==> config.mk <==
export PLATFORM = sky130hd
export DESIGN_NAME = rfp_partition_regs
export DESIGN_NICKNAME = d
export VERILOG_FILES = /design/src/common/rfp_pkg.sv /design/src/hw/rfp_partition_regs.sv /design/src/hw/rfp_region_check.sv
export SDC_FILE = /design/constraint.sdc
export NUM_CORES = 1
export LEC_CHECK = 0
export ABC_AREA = 1
export BUFFER_PORTS_ARGS = -buffer_cell sky130_fd_sc_hd__buf_2
export CAP_MARGIN = 20
export CORE_ASPECT_RATIO = 0.7
export CORE_MARGIN = 2
export CORE_UTILIZATION = 51
export CTS_CLUSTER_SIZE = 10
export DETAILED_ROUTE_END_ITERATION = 7
export GPL_TIMING_DRIVEN = 0
export PLACE_DENSITY = 0.87
export REMOVE_ABC_BUFFERS = 1
export SYNTH_ARGS = -nofsm -noshare
export SYNTH_HDL_FRONTEND = slang
export SYNTH_HIERARCHICAL = 1
export SYNTH_SLANG_ARGS = --single-unit
==> constraint.sdc <==
create_clock -name clk -period 2.45 [get_ports clk]
set_input_delay 0.1225 -clock clk [delete_from_list [all_inputs] [get_ports clk]]
set_output_delay 0.1225 -clock clk [all_outputs]
set_load 0.01 [all_outputs]
==> src/common/rfp_pkg.sv <==
/*
 * Constants and types for the ram/flash partition register block.
 * Assumes a single 100 MHz clock, synchronous active-high reset and a
 * plain strobe register port with read data one cycle after the strobe.
 */
// Summary of operation
// - user data base bits 31-16 read zero
// - six-bit field 15-10 sets user data start
// - bits 9-0 read zero, 1 KB steps
// - reset clears user data base to zero
// - ram size register is read-only constant
// - flash base bits 31-20 read zero
// - flash base field 19-11 read/write, reset zero
// - flash base bits 10-0 read zero, 2 KB steps
package rfp_pkg;
    // ****************************************
    // register map (byte addresses)
    // ****************************************
    localparam logic [3:0] RFP_OFS_USER_DATA_BASE = 4'h0;
    localparam logic [3:0] RFP_OFS_RAM_SIZE = 4'h4;
    localparam logic [3:0] RFP_OFS_USER_PROG_BASE = 4'h8;
    localparam logic [3:0] RFP_OFS_PART_STATUS = 4'hc;

    // ****************************************
    // field layout and reset values
    // ****************************************
    localparam int RFP_UDB_LSB = 10;
    localparam int RFP_UDB_W = 6;
    localparam int RFP_UPB_LSB = 11;
    localparam int RFP_UPB_W = 9;
    localparam logic [RFP_UDB_W-1:0] RFP_UDB_RESET = 6'h00;
    localparam logic [RFP_UPB_W-1:0] RFP_UPB_RESET = 9'h000;
    localparam logic [31:0] RFP_RAM_SIZE_8K = 32'h0000_2000;
    localparam logic [31:0] RFP_ZERO_WORD = 32'h0000_0000;

    typedef struct packed {
        logic [3:0] addr;
        logic [31:0] wdata;
        logic wr;
        logic rd;
    } rfp_req_s;
endpackage

==> src/hw/rfp_partition_regs.sv <==
/*
 * Partition registers: user data base, ram size and user program base,
 * plus a region check of one data ram address.
 * Every output is a flop or a fixed wiring of flop bits.
 * Assumes a master that issues one-cycle strobes, never both at once.
 */
// The address-and-strobe port and the placing of the registers were left to the implementer.
`timescale 1ns/10ps
module rfp_partition_regs
    import rfp_pkg::*;
#(
    parameter logic [31:0] RAM_SIZE = RFP_RAM_SIZE_8K
) (
    input wire logic clk, // 100 MHz clock
    input wire logic rst, // synchronous reset, active high
    input wire logic ce, // clock enable, freezes all state when low
    input wire logic [3:0] addr, // register byte address
    input wire logic [31:0] wdata, // write data
    input wire logic wr, // write strobe
    input wire logic rd, // read strobe
    input wire logic [31:0] probe_addr, // data ram address to classify
    output logic [31:0] rdata, // read data, one cycle after rd
    output logic [31:0] user_data_base, // user data boundary in bytes
    output logic [31:0] user_prog_base, // user program boundary in bytes
    output logic probe_user, // probe address is user data space
    output logic probe_kernel // probe address is kernel data space
);
    // ****************************************
    // request decode
    // ****************************************
    rfp_req_s req;
    assign req = '{addr: addr, wdata: wdata, wr: wr, rd: rd};

    logic [RFP_UDB_W-1:0] udb_reg;
    logic [RFP_UPB_W-1:0] upb_reg;
    logic [31:0] rdata_reg;
    logic [1:0] probe_reg;

    function automatic logic [31:0] udb_word(input logic [RFP_UDB_W-1:0] f);
        udb_word = {16'h0000, f, 10'h000};
    endfunction

    function automatic logic [31:0] upb_word(input logic [RFP_UPB_W-1:0] f);
        upb_word = {12'h000, f, 11'h000};
    endfunction

    wire logic wr_udb = req.wr && (req.addr == RFP_OFS_USER_DATA_BASE);
    wire logic wr_upb = req.wr && (req.addr == RFP_OFS_USER_PROG_BASE);
    // low ten bits of the write are dropped so the boundary moves in 1 KB steps
    wire logic [RFP_UDB_W-1:0] udb_next = wr_udb ?
        req.wdata[RFP_UDB_LSB +: RFP_UDB_W] : udb_reg;
    wire logic [RFP_UPB_W-1:0] upb_next = wr_upb ?
        req.wdata[RFP_UPB_LSB +: RFP_UPB_W] : upb_reg;
    wire logic [31:0] udb_bytes = udb_word(udb_reg);
    wire logic [31:0] upb_bytes = upb_word(upb_reg);

    // ****************************************
    // region classification
    // ****************************************
    // registered so the status word and the probe outputs always agree
    logic chk_user;
    logic chk_kernel;
    rfp_region_check u_check (
        .addr(probe_addr),
        .user_base(udb_bytes),
        .ram_size(RAM_SIZE),
        .is_user(chk_user),
        .is_kernel(chk_kernel),
        .out_range()
    );

    // status word: current probe result, no write effect
    wire logic [31:0] status_word = {30'h0000_0000, probe_reg};
    wire logic [31:0] rd_mux =
        (req.addr == RFP_OFS_USER_DATA_BASE) ? udb_bytes :
        (req.addr == RFP_OFS_RAM_SIZE) ? RAM_SIZE :
        (req.addr == RFP_OFS_USER_PROG_BASE) ? upb_bytes :
        (req.addr == RFP_OFS_PART_STATUS) ? status_word : RFP_ZERO_WORD;
    // data is held for the one cycle after the strobe only
    wire logic [31:0] rdata_next = req.rd ? rd_mux : RFP_ZERO_WORD;

    // ****************************************
    // registers
    // ****************************************
    always_ff @(posedge clk) begin
        if (rst) begin
            udb_reg <= RFP_UDB_RESET;
            upb_reg <= RFP_UPB_RESET;
            rdata_reg <= RFP_ZERO_WORD;
            probe_reg <= 2'h0;
        end else if (ce) begin
            udb_reg <= udb_next;
            upb_reg <= upb_next;
            rdata_reg <= rdata_next;
            probe_reg <= {chk_user, chk_kernel};
        end
    end

    assign rdata = rdata_reg;
    assign probe_user = probe_reg[1];
    assign probe_kernel = probe_reg[0];
    assign user_data_base = udb_bytes;
    assign user_prog_base = upb_bytes;
endmodule

==> src/hw/rfp_region_check.sv <==
/*
 * Classifies one data ram address as kernel, user or out of range.
 * Assumes the base and size inputs are stable register values.
 */
`timescale 1ns/10ps
module rfp_region_check
    import rfp_pkg::*;
(
    input wire logic [31:0] addr, // byte offset into data ram
    input wire logic [31:0] user_base, // user data base, byte address
    input wire logic [31:0] ram_size, // ram size in bytes
    output logic is_user, // address in user data space
    output logic is_kernel, // address in kernel data space
    output logic out_range // address beyond ram
);
    wire logic in_ram = addr < ram_size;
    // a zero base leaves all of ram to the kernel
    wire logic above_base = (user_base != RFP_ZERO_WORD) && (addr >= user_base);
    assign out_range = !in_ram;
    assign is_user = in_ram && above_base;
    assign is_kernel = in_ram && !above_base;
endmodule
==> impl_metrics.ini, run 1 <==
[final_layout]
areaGrowthSynthToFinish_pct = 15.7
final_common_cell = conb_1
design_area_sq_mm = 0.00404
antenna_cells = 0
largest_reg_flops = 12
drive_above_1_share_pct = 17.4
final_cells = 748
num-nets-final = 790
layout_common_cells = 130 x conb_1, 105 x nand2_1, 84 x inv_1
nFillCells = 645

[clock_tree]
post_cts_resized = 0
cts.sinks = 29
post-cts-setup-buffer-count = 0
cts.hold.buffers_added = 0
clk_pin_slew_worst_paths_ns = 0.06
cts_tree = done
clock_path_buffers = 2
numCtsBuffers = 5
h-tree-depth = 2
clkLatencyLatePin_ns = 0.27
cts_root_buffer = clkbuf_8

[synth]
synthDistinctLibCells = 29
yosys_warnings = 6
synth_top_family_by_area = buffers and inverters
synth_seq_cells = 29
muxShareOfSynthArea_pct = 0
syn_inst = 512
ys_seq_area_share_pct = 16.6
syn_area_sq_mm = 0.00349
synthAdderAreaFrac_pct = 22.6
synth_compound_area_share_pct = 11.8
avgSynthCellArea_sq_um = 6.81
synth-simple-area-share_pct = 23.7
synth_xor_area_share_pct = 0

[power]
pwr-share-seq_pct = 37.3
ir_worst_vdd_mv = 0.277
p_switching_w = 0.000441
p_comb_share_pct = 32.4
leakage_nw = 2.16
swShare_pct = 34.2
intPower_w = 0.000849
power.share.clock_pct = 30.3
finalPower_w = 0.00129
power.density_mw_per_mm2 = 320

[worst_setup_path]
worst-setup-path-type = register to register
slowest_stage = dfxtp_1
cp-start-kind = register
reg2reg_depth = 12
required_ns = 2.61
slowest_delay_ns = 0.39
critical_path_depth = 12
cp_top_family = simple AND/OR/NAND/NOR gates
critPathBufInv = 1
critPathMaxFanout = 4
crit_top_cell = nand2_1
path_cells = inv_1 -> ha_1 -> nand2_1 -> o21ai_0 -> a21oi_1 -> nand2_1 -> nand2_1 -> nand2_1 -> nand2_1 -> nor2_1 -> nor2_1 -> nor2_1
endpoint_kind = register
arrival_ns = 1.91

[floorplanning]
die_h_um = 73.2
rows = 25
core_sq_mm = 0.00669
die_area_sq_mm = 0.00753
io_pins = 171
dieWidth_um = 103
initial_core_util_pct = 52.1

[route]
dr.pass1.iters = 4
wl_per_cell_um = 9.98
drtIter0Drc = 105
ant_nets = 0
drt-total-wl_mm = 7.46
num_vias = 3277
vias_per_cell = 4.38
drc = 0

[sta]
final.min_clock_period_ns = 1.74
hold_violations = 0
finalMaxSlewViolations = 0
period_share_pct = 71.2
fin_hold_ws_ns = 0.0877
tns_ns = 0
rsz0062_at_grt = no
setup_viol = 0
skew_ns = 0.00551
fmax_mhz = 573

[placed_design]
io_buffers = 79
dpl.cell_count = 741
gp_congestion = 0.796
post-dp-hpwl_mm = 6.65
placed_area_sq_mm = 0.00395

[global_routing]
grt_util_all_layers_pct = 20.2
grt_pass1_vias = 2952
grt_max_degree = 23
grt.overflow.total = 0
grt_pass1_wl_mm = 12.3
antenna_found_initial = 0

[job]
drv_cap = 0

[min_path]
min_path_type = input port to register
whs_path_depth = 3

[outcome]
outcome = finished clean
[cell families after synthesis]
| family | after synthesis |
|---|---|
| flops | 29 |
| compound gates | 74 |
| fa+ha+maj | 63 |
| simple gates | 182 |
| buf+inv | 162 |
| other cells | 2 |
[tightest hold or removal path, delay by kind of cell]
kind | cells | cell delay [ns]
simple gates | 2 | 0.12
buf+inv | 1 | 0.09
[cell usage after synthesis]
cell type / instances / share of area [%]
nand2_2: 7 / 1.3
ha_1: 63 / 23
nand4_2: 1 / 0.36
conb_1: 2 / 0.22
nor3_4: 1 / 0.47
clkinv_2: 1 / 0.14
o21ai_1: 1 / 0.14
nor3_2: 1 / 0.29
inv_1: 84 / 9.0
a31oi_1: 1 / 0.18
a21oi_1: 46 / 6.6
dfxtp_1: 29 / 17
nand4_4: 1 / 0.61
o21ai_0: 13 / 1.9
nor2_4: 4 / 1.3
buf_2: 1 / 0.14
o21a_1: 7 / 1.5
nor3_1: 2 / 0.29
nand2_1: 105 / 11
clkbuf_1: 2 / 0.22
nor2_2: 3 / 0.54
clkinv_4: 1 / 0.25
buf_4: 69 / 15
nand4_1: 11 / 2.0
o211ai_1: 1 / 0.22
nand3_1: 11 / 1.6
inv_2: 4 / 0.43
nor2_1: 35 / 3.8
a21oi_2: 5 / 1.3
[power by group through the flow]
stage / Clock, W / Combinational (W) / Sequential [W]
after floorplan: 0 / 0.000285 / 0.000493
after global placement: 0 / 0.000386 / 0.000491
after detailed placement: 0 / 0.000408 / 0.000492
after CTS: 0.000394 / 0.000410 / 0.000481
after global routing: 0.000419 / 0.000493 / 0.000482
final: 0.000391 / 0.000418 / 0.000481
[stage by stage]
| stage | util, % | setup slack, ns |
|---|---|---|
| after detailed placement | 59.0 | 0.729 |
| after floorplan | - | 0.880 |
| after CTS | 60.3 | 0.713 |
| final | 60.3 | 0.705 |
| after global placement | 59.0 | 0.774 |
| after global routing | 60.3 | 0.521 |
[routing by layer]
layer	wire length [um]	GRT usage, %	part of all wire, %
met1	3360	26.5	45
met2	3680	34.6	49
met3	350	3.74	4.7
met4	70	4.39	0.94
met5	0	0	0
[cell type report]
type	instances	area [sq um]	share of cell area, %
inverter	90	344	8.52
tap	94	118	2.91
clock buffer	7	86.3	2.14
multi-input combinational	449	2510	62.3
timing repair buffer	79	395	9.79
sequential	29	581	14.4
[final timing paths]
| path | startpoint | endpoint | slack [ns] |
|---|---|---|---|
| hold / removal | wdata[13] | udb_reg[3] | 0.09 |
| hold reg to reg | rdata[10] | rdata[10] | 0.46 |
| setup reg to reg | udb_reg[5] | probe_reg[1] | 0.71 |
| setup / recovery | udb_reg[5] | probe_reg[1] | 0.71 |
Power figures use the tool's default switching activity.
==> run 2: changes to the inputs <==
Settings changed: CORE_UTILIZATION 51 to 43, PLACE_DENSITY 0.87 to 0.79.
Clock period 2.45 ns to 1.6 ns, I/O delays scaled along.
==> impl_metrics.ini, run 2 (synthesis results as in run 1) <==
[outcome]
outcome = finished, violations left
violations = negative setup slack

[clock_tree]
clock_path_buffers = 2
cts.hold.buffers_added = 0
cts_root_buffer = clkbuf_16
cts.sinks = 29
clkLatencyLatePin_ns = 0.27
cts_tree = done
h-tree-depth = 2
clk_pin_slew_worst_paths_ns = 0.05
numCtsBuffers = 5

[final_layout]
layout_common_cells = 130 x conb_1, 101 x nand2_1, 81 x inv_1
final_common_cell = conb_1
nFillCells = 768
largest_reg_flops = 12
num-nets-final = 792
drive_above_1_share_pct = 20.9
final_cells = 758
areaGrowthSynthToFinish_pct = 21.3
antenna_cells = 0

[sta]
setup_viol = 1
rsz0062_at_grt = yes
hold_violations = 0
fin_ws_ns = -0.00678
skew_ns = 0.00338
period_share_pct = 100
finalMaxSlewViolations = 0
fin_hold_ws_ns = 0.0511
fmax_mhz = 622
final.min_clock_period_ns = 1.61
tns_ns = -0.00678

[placed_design]
dpl.cell_count = 748
io_buffers = 79
dp_slack_ns = -0.143
post-dp-hpwl_mm = 6.61
gp_congestion = 0.795

[route]
drc = 0
num_vias = 3275
dr.pass1.iters = 4
wl_per_cell_um = 10.3
ant_nets = 0
drt-total-wl_mm = 7.82
drtIter0Drc = 87
vias_per_cell = 4.32

[global_routing]
grt_pass1_wl_mm = 13.1
grt_max_degree = 23
antenna_found_initial = 0
grt.overflow.total = 0
top_usage_layer = met2
grt_pass1_vias = 3115
use_met2_pct = 32.2
met3_usage_pct = 1.76
grt_util_met1_pct = 22.0
grt_util_all_layers_pct = 17.5

[job]
drv_cap = 0

[floorplanning]
core_sq_mm = 0.00787
die_h_um = 79.4
rows = 27
die_area_sq_mm = 0.00886
initial_core_util_pct = 44.3
io_pins = 171
dieWidth_um = 112

[worst_setup_path]
arrival_ns = 1.77
required_ns = 1.76
cp-start-kind = register
worst-setup-path-type = register to register
critPathMaxFanout = 3
endpoint_kind = register

[power]
power.density_mw_per_mm2 = 584
leakage_nw = 2.22
ir_worst_vdd_mv = 0.413

[min_path]
min_path_type = input port to register
## run 2: where the power goes
group          internal (W)  switching (W)
combinational      0.000239       0.000419
sequential         0.000730     0.00000688
clock              0.000774       0.000301
## run 2: per-stage QoR
stage	power, W	utilization [%]	instance area, sq um
floorplan	0.00119	-	3440
global placement	0.00135	50.3	3960
detailed placement	0.00138	50.3	3960
CTS	0.00245	53.2	4190
global route	0.00263	53.7	4230
finish	0.00247	53.7	4230
## run 2: area by class of cell
class                   count  area (sq um)  share of cell area [%]
inverters                  90           344                    8.13
repair buffers             81           410                    9.70
flip-flops and latches     29           593                    14.0
clock buffers               7           143                    3.37
well taps                 101           126                    2.99
clock inverters             1          30.0                   0.710
multi-input cells         449          2580                    61.1
## run 2: repair_timing
item / 4_1_cts / 5_1_grt
pin swaps: 3 / 8
buffers inserted: 2 / 0
hold endpoints to repair: 0 / 0
gates resized for setup: 12 / 11
setup endpoints to repair: 2 / 2
## run 2: path summary, 6_finish.rpt
path                            startpoint           end  slack [ns]  cells after the start
worst min register to register   rdata[13]     rdata[13]        0.46                      2
worst min-delay path             wdata[13]    udb_reg[3]        0.05                      3
worst max register to register  udb_reg[1]  probe_reg[0]      -0.007                     11
worst max-delay path            udb_reg[1]  probe_reg[0]      -0.007                     11
## run 2: per-layer routing
| metal | wire, um | vias to the layer above | share of wire (%) |
|---|---|---|---|
| met4 | 119 | 0 | 1.5 |
| met5 | 0 | - | 0 |
| met3 | 305 | 15 | 3.9 |
| met1 | 3550 | 1450 | 45 |
| li1 | - | 1720 | - |
| met2 | 3840 | 90 | 49 |
## run 2: critical path: stages (launching register included)
cell	delay [ns]
dfxtp_2	0.32
inv_2	0.05
ha_4	0.26
nand4_1	0.15
nor3_4	0.18
nand2_1	0.07
nand2_2	0.07
nand2_2	0.06
a21oi_2	0.14
nor2_2	0.05
nor2_1	0.08
nor2_1	0.05
==> run 3: changes to the inputs <==
Clock period 1.6 ns to 1.4 ns, I/O delays scaled along.
==> impl_metrics.ini, run 3 (synthesis results as in run 1) <==
[placed_design]
post-dp-hpwl_mm = 6.61
placed_area_sq_mm = 0.00396
gp_congestion = 0.795
io_buffers = 79
dp_slack_ns = -0.343

[sta]
final.min_clock_period_ns = 1.57
rsz0062_at_grt = yes
hold_violations = 0
setup_viol = 2
fin_ws_ns = -0.166
fmax_mhz = 639
period_share_pct = 112
skew_ns = 0.00356
finalMaxSlewViolations = 0

[worst_setup_path]
required_ns = 1.56
worst-setup-path-type = register to register
arrival_ns = 1.73
cp_top_family = simple AND/OR/NAND/NOR gates
cp-start-kind = register
slowest_stage = dfxtp_4
crit_top_cell = nor2_1
r2r_start = udb_reg[5]
slowest_delay_ns = 0.34
endpoint_kind = register
critPathBufInv = 1
path_cells = inv_2 -> ha_4 -> a21oi_1 -> o21ai_2 -> a21oi_1 -> nand2_2 -> nand2_2 -> nand2_1 -> nand2_1 -> nor2_1 -> nor2_1 -> nor2_1
critPathMaxFanout = 2
startpoint = udb_reg[5]

[floorplanning]
die_area_sq_mm = 0.00886
io_pins = 171
die_h_um = 79.4
initial_core_util_pct = 44.3
dieWidth_um = 112
rows = 27
core_sq_mm = 0.00787

[power]
finalPower_w = 0.00283
swShare_pct = 29.5
ir_worst_vdd_mv = 0.470
intPower_w = 0.00199
power.density_mw_per_mm2 = 664
pwr-share-seq_pct = 29.7
p_switching_w = 0.000835
power.share.clock_pct = 43.6
p_comb_share_pct = 26.7
leakage_nw = 2.24

[clock_tree]
h-tree-depth = 2
cts.sinks = 29
clock_path_buffers = 2
clkLatencyLatePin_ns = 0.27
cts_tree = done
cts_root_buffer = clkbuf_16
clk_pin_slew_worst_paths_ns = 0.05
numCtsBuffers = 5
cts.hold.buffers_added = 0

[final_layout]
drive_above_1_share_pct = 21.3
layout_common_cells = 130 x conb_1, 101 x nand2_1, 80 x inv_1
design_area_sq_mm = 0.00426
areaGrowthSynthToFinish_pct = 22.1
final_common_cell = conb_1
nFillCells = 766
largest_reg_flops = 12
antenna_cells = 0
num-nets-final = 796

[min_path]
min_path_type = input port to register
min-delay-start = wdata[13]

[route]
num_vias = 3305
drc = 0
dr.pass1.iters = 4
vias_per_cell = 4.34
drt-total-wl_mm = 7.95
ant_nets = 0
drtIter0Drc = 76
wl_per_cell_um = 10.4

[outcome]
outcome = finished, violations left
violations = negative setup slack

[global_routing]
grt_pass1_wl_mm = 13.2
grt_max_degree = 23
grt_pass1_vias = 3141
antenna_found_initial = 0
grt.overflow.total = 0
grt_util_all_layers_pct = 17.6

[job]
drv_cap = 0
[run 3: changes by cell type in the layout (fill, tap and decap cells not counted)]
cell,delta
a21oi_1,+1
a21oi_2,-1
buf_4,+4
inv_1,-1
inv_2,+1
nor2_1,+1
nor2_2,-1
o21ai_0,-1
o21ai_2,+1
[run 3: metal layers]
metal | GRT usage, % | wire (um)
met1 | 22.1 | 3610
met2 | 32.4 | 3910
met3 | 1.76 | 326
met4 | 4.44 | 105
met5 | 0 | 0
[run 3: final timing paths]
check | endpoint | slack (ns) | cells past startpoint
worst min register to register | rdata[13] | 0.46 | 2
worst min-delay path | udb_reg[3] | 0.04 | 3
worst max register to register | probe_reg[1] | -0.17 | 12
worst max-delay path | probe_reg[1] | -0.17 | 12
[run 3: area by class of cell]
type / count / area (sq um) / share of cell area (%)
Multi-Input combinational cell: 449 / 2580 / 60.6
Sequential cell: 29 / 593 / 13.9
Timing Repair Buffer: 85 / 440 / 10.3
Inverter: 90 / 344 / 8.08
Clock buffer: 7 / 143 / 3.35
Tap cell: 101 / 126 / 2.97
Clock inverter: 1 / 30.0 / 0.705
[run 3: timing repair]
action                                  in CTS  in global routing
pin swaps                                    7                  3
resized for setup                           18                  6
setup buffers                                6                  0
endpoints found under the setup margin       2                  2
[run 3: tightest hold or removal path: stages]
cell and delay [ns]:
buf_2 0.09, nor2_1 0.04, nor2_1 0.08
[run 3: through the flow]
| step | hold WS (ns) | setup TNS (ns) | instances | util [%] |
|---|---|---|---|---|
| 3_5_place_dp | 0.321 | -0.664 | 748 | 50.3 |
| 2_1_floorplan | 0.132 | -0.329 | 568 | - |
| 6_report | 0.0409 | -0.319 | 762 | 54.1 |
| 4_1_cts | 0.0404 | -0.308 | 762 | 53.9 |
| 5_1_grt | 0.0574 | -0.560 | 762 | 54.1 |
| 3_3_place_gp | 0.297 | -0.595 | 748 | 50.3 |
[run 3: power groups by stage]
| stage | Combinational, W | Sequential [W] | Clock (W) |
|---|---|---|---|
| 2_1_floorplan | 0.000499 | 0.000863 | 0 |
| 3_3_place_gp | 0.000678 | 0.000860 | 0 |
| 3_5_place_dp | 0.000712 | 0.000861 | 0 |
| 4_1_cts | 0.000736 | 0.000840 | 0.00124 |
| 5_1_grt | 0.000885 | 0.000840 | 0.00129 |
| 6_report | 0.000756 | 0.000841 | 0.00123 |
